--- config.mk ---
export PLATFORM = sky130hd
export DESIGN_NAME = rwc_reset_wake
export DESIGN_NICKNAME = d
export VERILOG_FILES = /design/src/core/rwc_pkg.sv /design/src/core/rwc_reset_wake.sv
export SDC_FILE = /design/constraint.sdc
export NUM_CORES = 1
export LEC_CHECK = 0
export BUFFER_PORTS_ARGS = -buffer_cell sky130_fd_sc_hd__buf_4
export CORE_UTILIZATION = 53
export CTS_BUF_LIST = sky130_fd_sc_hd__clkbuf_16
export CTS_CLUSTER_DIAMETER = 80
export DETAILED_ROUTE_END_ITERATION = 8
export PLACE_DENSITY = 0.78
export SYNTH_ARGS = -nofsm -noshare
export SYNTH_HDL_FRONTEND = slang
export SYNTH_SLANG_ARGS = --single-unit
--- constraint.sdc ---
create_clock -name core_clk -period 2.22 [get_ports core_clk]
set_clock_uncertainty 0.05 [all_clocks]
set_input_delay 0.444 -clock core_clk [delete_from_list [all_inputs] [get_ports core_clk]]
set_output_delay 0.444 -clock core_clk [all_outputs]
set_load 0.01 [all_outputs]
--- src/core/rwc_pkg.sv ---
package rwc_pkg;
	localparam int ADDR_W = 16;
	localparam int DATA_W = 8;
	typedef logic [ADDR_W-1:0] rwc_addr_t;
	typedef logic [DATA_W-1:0] rwc_data_t;

	localparam rwc_addr_t OFF_CAUSE  = 16'h28b0;
	localparam rwc_addr_t OFF_WFLAG  = 16'h28b1;
	localparam rwc_addr_t OFF_SLPCTL = 16'h28b2;
	localparam rwc_addr_t OFF_WEN    = 16'h28b3;
	localparam rwc_addr_t OFF_WDCTL  = 16'h28b4;
	localparam rwc_addr_t OFF_CLKCTL = 16'h2200;
	localparam rwc_addr_t OFF_OPTCTL = 16'h2457;

	localparam int B_SLEEP   = 7;
	localparam int B_LCDONLY = 6;
	localparam int B_ARM     = 5;
	localparam int B_WDRST   = 7;
	localparam int B_SWRST   = 3;
	localparam int B_OPTDIS  = 2;
	localparam int C_CSTART  = 7;
	localparam int C_RST     = 6;
	localparam int C_RSTBIT  = 5;
	localparam int C_OVF     = 4;
	localparam int C_ERST    = 3;
	localparam int C_BADVDD  = 2;
	localparam int W_TMR     = 5;
	localparam int SRC_PB    = 3;
	localparam int SRC_RX    = 4;
	localparam int SRC_OPT   = 5;

	localparam logic [2:0] VSTAT_LOW = 3'h5;

	localparam int CLK_MHZ      = 40;
	localparam int MIN_HIGH_NS  = 2000;
	localparam int MIN_HIGH_CYC = (MIN_HIGH_NS * CLK_MHZ + 999) / 1000;
	localparam int SLOW_HZ      = 32768;
	localparam int DEB_MS       = 64;
	localparam int DEB_TICKS    = DEB_MS * SLOW_HZ / 1000;
	localparam int LOWBAT_TICKS = 4;
	localparam int NOPWR_TICKS  = 2;
	localparam int BOOT_TICKS   = 4100;
	localparam int SWRST_TICKS  = 16;

	localparam int CNT_W  = 12;
	localparam int TCNT_W = 13;
	localparam logic [CNT_W-1:0]  MIN_HIGH_LAST = CNT_W'(MIN_HIGH_CYC - 1);
	localparam logic [CNT_W-1:0]  DEB_LOAD      = CNT_W'(DEB_TICKS);
	localparam logic [TCNT_W-1:0] LOWBAT_LOAD   = TCNT_W'(LOWBAT_TICKS);
	localparam logic [TCNT_W-1:0] NOPWR_LOAD    = TCNT_W'(NOPWR_TICKS);
	localparam logic [TCNT_W-1:0] TCNT_ONE      = 13'h0001;

	localparam int SRC_N = 6;
	localparam int SYNC_W = 15;
	localparam logic [SRC_N-1:0] DEB_MASK  = 6'h0b;
	localparam logic [SRC_N-1:0] RISE_MASK = 6'h04;
	localparam logic [SRC_N-1:0] BOTH_MASK = 6'h30;

	typedef enum logic [2:0] {
		ST_RSTHOLD  = 3'h6,
		ST_RSTTIMER = 3'h4,
		ST_RUN      = 3'h0,
		ST_SLEEP    = 3'h2,
		ST_LOWPEND  = 3'h1,
		ST_LOWWAIT  = 3'h3
	} rwc_state_e;
endpackage : rwc_pkg

--- src/core/rwc_reset_wake.sv ---
// Summary of operation
// - waking dormant on battery with low core supply: hold processor, wake low
// - status 101 without sleep: reset processor four slow ticks later, then wait
// - waiting state ends when system power returns or core supply recovers
// - low-battery flag set on recovery, kept until wake falls, independent
// - reset pin high stops logic and clears every configuration bit
// - test selector reset by pin reset only when test pin also high
// - software reset bit acts as pin reset with a fixed 16-tick timer
// - with system power, reset timer runs 4100 slow ticks then releases
// - without system power, timer runs two ticks, start in brownout mode
// - debug reset low resets processor only, no configuration, no timer
// - watchdog overflow flag set on overflow, cleared only by pin reset
// - only debug enable pin high disables the watchdog
// - watchdog restarted by software bit, by wake, and while debug enabled
// - wake on pushbutton, serial edges, pin four rise, pin levels, optical edges
// - hardware wake raises wake and starts processor within three slow ticks
// - debounced pins act on first transition, ignore others in interval
// - undebounced wake pins must stay high 2 us before recognised
// - source flag set on wake; pushbutton flag set on every press
// - serial receive uses enable bit 4, flag bit 4, either edge, 2 us
// - arm bit loads wake timer; timer counts only while dormant
//
// The strobed register port was decided locally.
module rwc_reset_wake
	import rwc_pkg::*;
#(
	parameter int BOOT_TICKS_P  = BOOT_TICKS,
	parameter int SWRST_TICKS_P = SWRST_TICKS
) (
	input  wire logic              core_clk,
	input  wire logic              nrst,
	input  wire rwc_pkg::rwc_addr_t addr,
	input  wire rwc_pkg::rwc_data_t wrData,
	input  wire logic              wrEn,
	input  wire logic              rdEn,
	output rwc_pkg::rwc_data_t     rdData,
	input  wire logic              resetPin,
	input  wire logic              testPin,
	input  wire logic              debugResetN,
	input  wire logic              debugEnablePin,
	input  wire logic              systemPowerOk,
	input  wire logic [2:0]        powerStatusField,
	input  wire logic              crystalClock32k,
	input  wire logic              pushbuttonPin,
	input  wire logic              serialRxPin,
	input  wire logic              lcdPinFour,
	input  wire logic              lcdPinFiftyTwo,
	input  wire logic              lcdPinFiftyFive,
	input  wire logic              opticalReceivePin,
	input  wire logic              watchdogOverflow,
	input  wire logic              wakeTimerExpired,
	output logic                   cpuResetN,
	output logic                   wakeSignal,
	output logic                   brownoutMode,
	output logic                   configClear,
	output logic                   testSelectReset,
	output logic                   watchdogRestart,
	output logic                   watchdogDisable,
	output logic                   wakeTimerLoad,
	output logic                   wakeTimerRun
);
	import rwc_pkg::*;

	logic [SYNC_W-1:0] sync1_r;
	logic [SYNC_W-1:0] sync2_r;
	logic              xtalPrev_r;
	logic              tick;
	logic [SRC_N-1:0]  srcS;
	logic              rstPinS;
	logic              testS;
	logic              dbgRstNS;
	logic              dbgEnS;
	logic              sysPwrS;
	logic              lowVdd;
	logic              tstRst;
	logic [SRC_N-1:0]  evt;
	logic [4:0]        wakeHit;
	logic              tmrHit;
	logic              anyWake;
	logic              swRst;
	logic              noRst;
	logic              cfgClr;
	logic              wakeNxt;
	logic              wakeFell;
	logic              wdRstWr;
	rwc_state_e        state_r;
	logic [TCNT_W-1:0] tcnt_r;
	logic [7:5]        sleepCtl_r;
	logic [4:0]        wakeEn_r;
	logic              optDis_r;
	logic [7:0]        causeFlags_r;
	logic [5:0]        wakeFlags_r;
	rwc_data_t         rdMux;

	function automatic logic busHit(
		input logic      strobe,
		input rwc_addr_t a,
		input rwc_addr_t off
	);
		return strobe && (a == off);
	endfunction : busHit

	// pins and the crystal clock come from outside, two flops each
	always_ff @(posedge core_clk) begin
		if (!nrst) begin
			// debug reset idles high; a low reset value would log a false debug reset
			sync1_r <= {{(SYNC_W-9){1'b0}}, 1'b1, 8'h00};
			sync2_r <= {{(SYNC_W-9){1'b0}}, 1'b1, 8'h00};
		end else begin
			sync1_r <= {powerStatusField, crystalClock32k, systemPowerOk, debugEnablePin,
				debugResetN, testPin, resetPin, opticalReceivePin, serialRxPin,
				pushbuttonPin, lcdPinFour, lcdPinFiftyTwo, lcdPinFiftyFive};
			sync2_r <= sync1_r;
		end
	end

	assign srcS     = sync2_r[5:0];
	assign rstPinS  = sync2_r[6];
	assign testS    = sync2_r[7];
	assign dbgRstNS = sync2_r[8];
	assign dbgEnS   = sync2_r[9];
	assign sysPwrS  = sync2_r[10];
	assign lowVdd   = sync2_r[14:12] == VSTAT_LOW;
	assign tstRst   = rstPinS && testS;

	// slow clock becomes a one-cycle enable on its rising edge
	always_ff @(posedge core_clk) begin
		if (!nrst) begin
			xtalPrev_r <= 1'b0;
		end else begin
			xtalPrev_r <= sync2_r[11];
		end
	end
	assign tick = sync2_r[11] && !xtalPrev_r;

	for (genvar i = 0; i < SRC_N; i++) begin : g_src
		logic             q_r;
		logic             sq_r;
		logic             e_r;
		logic [CNT_W-1:0] c_r;

		always_ff @(posedge core_clk) begin
			if (!nrst) begin
				q_r <= 1'b0;
				c_r <= '0;
			end else if (DEB_MASK[i]) begin
				if (c_r != '0) begin
					if (tick) begin
						c_r <= c_r - 1'b1;
					end
				end else if (srcS[i] != q_r) begin
					q_r <= srcS[i];
					c_r <= DEB_LOAD;
				end
			end else if (srcS[i] == q_r) begin
				c_r <= '0;
			end else if (c_r == MIN_HIGH_LAST) begin
				q_r <= srcS[i];
				c_r <= '0;
			end else begin
				c_r <= c_r + 1'b1;
			end
		end

		// detection works on slow-clock samples, as the dormant part has no fast clock
		always_ff @(posedge core_clk) begin
			if (!nrst) begin
				sq_r <= 1'b0;
				e_r  <= 1'b0;
			end else if (tick) begin
				sq_r <= q_r;
				if (BOTH_MASK[i]) begin
					e_r <= q_r ^ sq_r;
				end else if (RISE_MASK[i]) begin
					e_r <= q_r && !sq_r;
				end else begin
					e_r <= q_r;
				end
			end else begin
				e_r <= 1'b0;
			end
		end
		assign evt[i] = e_r;
	end

	// optical receive shares flag and enable with lcd pin 55
	assign wakeHit = wakeEn_r & {evt[SRC_RX:1], optDis_r ? evt[0] : evt[SRC_OPT]};
	assign tmrHit  = sleepCtl_r[B_ARM] && wakeTimerExpired;
	assign anyWake = (|wakeHit) || tmrHit;

	assign swRst   = busHit(wrEn, addr, OFF_CLKCTL) && wrData[B_SWRST];
	assign wdRstWr = busHit(wrEn, addr, OFF_WDCTL) && wrData[B_WDRST];
	assign noRst   = !rstPinS && !swRst && !watchdogOverflow;
	assign cfgClr  = rstPinS || swRst;
	assign wakeNxt = (state_r == ST_RUN) || (state_r == ST_LOWPEND);
	assign wakeFell = wakeSignal && !wakeNxt;

	always_ff @(posedge core_clk) begin
		if (!nrst) begin
			state_r <= ST_RSTTIMER;
			tcnt_r  <= TCNT_W'(BOOT_TICKS_P);
		end else if (rstPinS) begin
			state_r <= ST_RSTHOLD;
		end else if (swRst || watchdogOverflow) begin
			state_r <= ST_RSTTIMER;
			tcnt_r  <= swRst ? TCNT_W'(SWRST_TICKS_P) :
				(sysPwrS ? TCNT_W'(BOOT_TICKS_P) : NOPWR_LOAD);
		end else begin
			unique case (state_r)
				ST_RSTHOLD: begin
					state_r <= ST_RSTTIMER;
					tcnt_r  <= sysPwrS ? TCNT_W'(BOOT_TICKS_P) : NOPWR_LOAD;
				end
				ST_RSTTIMER: begin
					if (tick) begin
						if (tcnt_r <= TCNT_ONE) begin
							state_r <= ST_RUN;
						end else begin
							tcnt_r <= tcnt_r - 1'b1;
						end
					end
				end
				ST_RUN: begin
					if (sleepCtl_r[B_SLEEP] || sleepCtl_r[B_LCDONLY]) begin
						state_r <= ST_SLEEP;
					end else if (!sysPwrS && lowVdd) begin
						state_r <= ST_LOWPEND;
						tcnt_r  <= LOWBAT_LOAD;
					end
				end
				ST_LOWPEND: begin
					if (sleepCtl_r[B_SLEEP]) begin
						state_r <= ST_SLEEP;
					end else if (sysPwrS || !lowVdd) begin
						state_r <= ST_RUN;
					end else if (tick) begin
						if (tcnt_r <= TCNT_ONE) begin
							state_r <= ST_LOWWAIT;
						end else begin
							tcnt_r <= tcnt_r - 1'b1;
						end
					end
				end
				ST_LOWWAIT: begin
					if (sysPwrS || !lowVdd) begin
						state_r <= ST_RUN;
					end
				end
				ST_SLEEP: begin
					if (sysPwrS || anyWake) begin
						// a dormant wake first checks whether the core can run at all
						state_r <= (!sysPwrS && lowVdd) ? ST_LOWWAIT : ST_RUN;
					end
				end
			endcase
		end
	end

	always_ff @(posedge core_clk) begin
		if (!nrst) begin
			wakeSignal      <= 1'b0;
			cpuResetN       <= 1'b0;
			brownoutMode    <= 1'b0;
			configClear     <= 1'b1;
			testSelectReset <= 1'b1;
		end else begin
			wakeSignal      <= wakeNxt;
			cpuResetN       <= wakeNxt && dbgRstNS;
			brownoutMode    <= !sysPwrS && (state_r != ST_SLEEP);
			configClear     <= cfgClr;
			testSelectReset <= tstRst;
		end
	end

	always_ff @(posedge core_clk) begin
		if (!nrst) begin
			watchdogRestart <= 1'b0;
			watchdogDisable <= 1'b0;
		end else begin
			watchdogRestart <= wdRstWr || dbgEnS || (!wakeSignal && wakeNxt);
			watchdogDisable <= dbgEnS;
		end
	end

	always_ff @(posedge core_clk) begin
		if (!nrst || cfgClr) begin
			sleepCtl_r <= '0;
			wakeEn_r   <= '0;
			optDis_r   <= 1'b0;
		end else begin
			if (busHit(wrEn, addr, OFF_SLPCTL)) begin
				sleepCtl_r <= wrData[B_SLEEP:B_ARM];
			end else if (state_r == ST_SLEEP) begin
				// spent on entry, so a wake cannot fall straight back to sleep
				sleepCtl_r[B_SLEEP]   <= 1'b0;
				sleepCtl_r[B_LCDONLY] <= 1'b0;
			end
			if (busHit(wrEn, addr, OFF_WEN)) begin
				wakeEn_r <= wrData[SRC_RX:0];
			end
			if (busHit(wrEn, addr, OFF_OPTCTL)) begin
				optDis_r <= wrData[B_OPTDIS];
			end
		end
	end

	always_ff @(posedge core_clk) begin
		if (!nrst) begin
			wakeTimerLoad <= 1'b0;
			wakeTimerRun  <= 1'b0;
		end else begin
			wakeTimerLoad <= busHit(wrEn, addr, OFF_SLPCTL) && wrData[B_ARM];
			wakeTimerRun  <= sleepCtl_r[B_ARM] && (state_r == ST_SLEEP);
		end
	end

	// set beats clear in every flag below
	always_ff @(posedge core_clk) begin
		if (!nrst || cfgClr) begin
			wakeFlags_r <= '0;
		end else begin
			for (int k = 0; k < 5; k++) begin
				if (wakeHit[k] && (state_r == ST_SLEEP || k == SRC_PB)) begin
					wakeFlags_r[k] <= 1'b1;
				end else if (wakeFell || !wakeEn_r[k]) begin
					wakeFlags_r[k] <= 1'b0;
				end
			end
			if (tmrHit && state_r == ST_SLEEP) begin
				wakeFlags_r[W_TMR] <= 1'b1;
			end else if (wakeFell) begin
				wakeFlags_r[W_TMR] <= 1'b0;
			end
		end
	end

	// cause flags live on the backed supply: configuration clears leave them alone
	always_ff @(posedge core_clk) begin
		if (!nrst) begin
			causeFlags_r           <= '0;
			causeFlags_r[C_CSTART] <= 1'b1;
		end else begin
			for (int k = C_ERST; k <= C_CSTART; k++) begin
				// a reset's own wake fall must not wipe the cause it just logged
				if (k != C_OVF && wakeFell && state_r != ST_RSTTIMER
						&& state_r != ST_RSTHOLD) begin
					causeFlags_r[k] <= 1'b0;
				end
			end
			if (rstPinS) begin
				causeFlags_r[C_RST] <= 1'b1;
			end
			if (swRst) begin
				causeFlags_r[C_RSTBIT] <= 1'b1;
			end
			if (!dbgRstNS) begin
				causeFlags_r[C_ERST] <= 1'b1;
			end
			if (watchdogOverflow) begin
				causeFlags_r[C_OVF] <= 1'b1;
			end else if (rstPinS) begin
				causeFlags_r[C_OVF] <= 1'b0;
			end
			if (state_r == ST_LOWWAIT && noRst && (sysPwrS || !lowVdd)) begin
				causeFlags_r[C_BADVDD] <= 1'b1;
			end else if (wakeFell) begin
				causeFlags_r[C_BADVDD] <= 1'b0;
			end
		end
	end

	always_comb begin
		unique case (addr)
			OFF_CAUSE:  rdMux = causeFlags_r;
			OFF_WFLAG:  rdMux = {2'h0, wakeFlags_r};
			OFF_SLPCTL: rdMux = {sleepCtl_r, 5'h00};
			OFF_WEN:    rdMux = {3'h0, wakeEn_r};
			OFF_OPTCTL: rdMux = {5'h00, optDis_r, 2'h0};
			default:    rdMux = '0;
		endcase
	end

	always_ff @(posedge core_clk) begin
		if (!nrst) begin
			rdData <= '0;
		end else begin
			rdData <= rdEn ? rdMux : '0;
		end
	end
endmodule : rwc_reset_wake

==> impl_metrics.csv <==
group,metric,value,unit
clock_tree,clock_tree.buffer_depth,2,
power_and_ir_drop,peakVddDrop,0.000684,V
timing,finalCritPeriodShare,0.957,
yosys,ys_warn_count,0,
power_and_ir_drop,p_leak,3.46,nW
die,initial_core_util,0.545,
critical_path,worstPathCellList,"or4_4 > nand4b_4 > a211oi_4 > o32a_4 > buf_4 > nand4b_1 > a21oi_1",
critical_path,cpMaxStageDelayCell,"or4_4",
clock_tree,insertion_delay,430,ps
timing,timing.final.ws_setup,96.0,ps
detailed_routing,drt-total-wl,15400,um
cells_and_area,final_area,8690,um^2
die,core.rowCount,42,
clock_tree,tritoncts,"yes",
power_and_ir_drop,total_power,7.97,mW
critical_path,cpPeakStageDelay,540,ps
placement,dp_slack,-120,ps
die,num_io_pins,62,
global_route,grt_pass1_wl,25700,um
yosys,netlist_instances,792,
global_route,grt_pass1_vias,5473,
critical_path,r2r_slack,100,ps
placement,post_dp_cell_area,8110,um^2
detailed_routing,dr_wl_met3,749,um
detailed_routing,drc,0,
timing,min_period,2120,ps
yosys,async_flop_share,0,
placement,dp_hpwl,10700,um
clock_tree,clk_pin_slew_worst_paths,60,ps
clock_tree,cts_max_level,4,
detailed_routing,dr.max_layer_used,"met4",
yosys,syn_area_per_cell,9.12,um^2
yosys,ys.flop_type,"dfxtp_1",
timing,timing.fmax,471,MHz
placement,io_buffers,61,
yosys,synth-simple-area-share,0.260,
detailed_routing,ant_nets,0,
global_route,grt_overflow_total,0,
timing,setup_viol,0,
yosys,synth.area.mux_share,0.0336,
timing,rsz0062_at_grt,"false",
min_path,hold_class,"input pin to register",
clock_tree,cts-root-buf,"clkbuf_16",
cells_and_area,nNetsFinal,945,
detailed_routing,firstDrtPassIters,6,
detailed_routing,dr_wl_met2,7480,um
timing,hold_viol,0,
detailed_routing,met1_length,6760,um
cells_and_area,layout_common_cells,"172 x dfxtp_1, 114 x nor2_1, 108 x buf_4",
yosys,synthesis.nets,848,
yosys,synth_fa_ha_area_frac,0.0191,
critical_path,start_kind,"register",
cells_and_area,synthToLayoutAreaGrowth,20.3,%
critical_path,worstPathRequired,2480,ps
yosys,synth_top_family_by_area,"simple AND/OR/NAND/NOR gates",
detailed_routing,routed-via-count,5916,
timing,drv_slew,0,
cells_and_area,num-fill-cells,1117,
detailed_routing,wl_per_cell,14.3,um
critical_path,crit_type,"register to register",
run,cap_violations,0,
placement,globalplace.congestion,0.882,
status,outcome,"completed",
die,die_area,14100,um^2
timing,tightest_slew,765,ps
global_route,grt_max_degree,48,
die,dieHeight,119,um
critical_path,critPathArrivalTime,2390,ps
timing,worst_slew_margin_rel,0.485,
yosys,synth_area,7220,um^2
cells_and_area,antenna_cells,0,
detailed_routing,vias_per_cell,5.49,
yosys,synth-compound-area-share,0.102,
die,chipWidth,119,um
detailed_routing,drt_iter0_markers,469,
clock_tree,numClockSinks,172,
die,coreArea,13200,um^2
cells_and_area,final_common_cell,"dfxtp_1",
yosys,ys_ff_latch,172,
cells_and_area,drive_gt1_frac,0.172,
yosys,yosysSeqAreaShare,0.477,
critical_path,setup.worst_path.end_class,"register",
yosys,synth_edf_count,0,
clock_tree,cts-buffers-inserted,17,
global_route,grtUsageTotal,0.228,
yosys,synthXorXnorAreaFrac,0.0752,
global_route,grt_antenna_before_repair,0,
power_and_ir_drop,p_per_area,918,nW/um^2
critical_path,critical_path.max_fanout,9,
yosys,netlist-cell-type-count,70,
-- cell type report --
cell class	instances	area, um^2	share of cell area
Timing Repair Buffer	109	831	0.0956
Inverter	24	90.1	0.0104
Sequential cell	172	3440	0.396
Clock inverter	15	108	0.0124
Clock buffer	17	425	0.0490
Multi-Input combinational cell	565	3570	0.411
Tap cell	176	220	0.0253
-- per-stage QoR --
| step | cells | hold WS, ps | util | TNS (ps) |
|---|---|---|---|---|
| after floorplan | 792 | 336 | - | 0 |
| after global placement | 1043 | 360 | 0.612 | -264 |
| after detailed placement | 1043 | 366 | 0.612 | -978 |
| after CTS | 1075 | 153 | 0.653 | 0 |
| after global routing | 1078 | 148 | 0.656 | 0 |
| final | 1078 | 158 | 0.656 | 0 |
-- per-layer routing --
layer,vias up,GRT usage
li1,2972,-
met1,2725,0.272
met2,173,0.380
met3,46,0.0584
met4,0,0.112
met5,-,0
-- synth_stat cells, types with 2 or more instances --
cell | n | area [um^2]
nand3_1 | 31 | 155
xnor2_1 | 33 | 289
ha_1 | 11 | 138
nor4b_1 | 6 | 52.6
mux2i_1 | 22 | 220
or4_1 | 3 | 22.5
nor3_1 | 26 | 130
nor4_1 | 17 | 106
nand2_1 | 45 | 169
o221a_1 | 2 | 22.5
a41oi_1 | 2 | 17.5
nor4_2 | 2 | 25.0
and4b_1 | 2 | 20.0
and2_1 | 34 | 213
a21oi_1 | 35 | 175
nand2b_1 | 8 | 50.1
a211oi_1 | 3 | 22.5
a22oi_1 | 7 | 52.6
o22ai_1 | 2 | 12.5
dfxtp_1 | 172 | 3440
or4_4 | 3 | 33.8
nand4_1 | 11 | 68.8
buf_1 | 2 | 7.51
nor3b_1 | 8 | 60.1
buf_2 | 3 | 15.0
inv_1 | 24 | 90.1
xor2_1 | 29 | 254
mux2_2 | 2 | 22.5
or3_1 | 13 | 81.3
nor2b_1 | 5 | 31.3
nand3b_1 | 3 | 22.5
or3b_2 | 2 | 17.5
nand2_2 | 2 | 12.5
a211o_1 | 2 | 17.5
a32o_1 | 2 | 20.0
o21ai_0 | 13 | 65.1
o21ai_1 | 10 | 50.1
clkbuf_1 | 25 | 93.8
o211ai_1 | 4 | 30.0
a32oi_1 | 2 | 17.5
a31oi_1 | 6 | 37.5
nand4b_1 | 3 | 26.3
and3_1 | 14 | 87.6
nor2_1 | 114 | 428
a21oi_2 | 2 | 17.5
-- path summary, 6_finish.rpt --
path,cells after the start,start,to
worst max-delay path,7,tcnt_r[4],tcnt_r[11]
worst min-delay path,2,debugResetN,sync1_r[8]
worst max register to register,7,tcnt_r[4],tcnt_r[11]
worst min register to register,1,sync2_r[8],causeFlags_r[3]
-- cells by family after synthesis --
logic type | Yosys count
simple gates | 358
flops | 172
buf+inv | 56
mux | 24
fa+ha+maj | 11
compound gates | 109
xor+xnor | 62
-- state kept, by name (all words and copies together) (netlist names), 3 cells and up --
name,count
state_r,3
causeFlags_r,6
sync1_r,15
g_src.sq_r,3
wakeEn_r,5
rdData,8
tcnt_r,13
sync2_r,15
g_src.e_r,6
g_src.c_r,72
sleepCtl_r,3
wakeFlags_r,6
g_src.q_r,6
-- repair_timing --
| item | 4_1_cts | 5_1_grt |
|---|---|---|
| hold endpoints to repair | 0 | 0 |
| buffers inserted | 0 | 2 |
| hold buffers | 0 | 0 |
| setup endpoints to repair | 0 | 11 |
| gates resized for setup | 0 | 2 |
-- where the power goes --
part / total [mW] / internal [mW] / switching (mW)
sequential: 3.57 / 3.34 / 0.222
combinational: 1.70 / 0.800 / 0.904
clock: 2.71 / 1.52 / 1.19
total: 7.97 / 5.66 / 2.32
-- worst max-delay path, delay by kind of cell, from the launching register on --
kind / cells / cell delay, ps
compound gates: 3 / 590
simple gates: 3 / 900
buf+inv: 1 / 160
flops: 1 / 310
No activity file was read; power rests on OpenSTA's default activity.
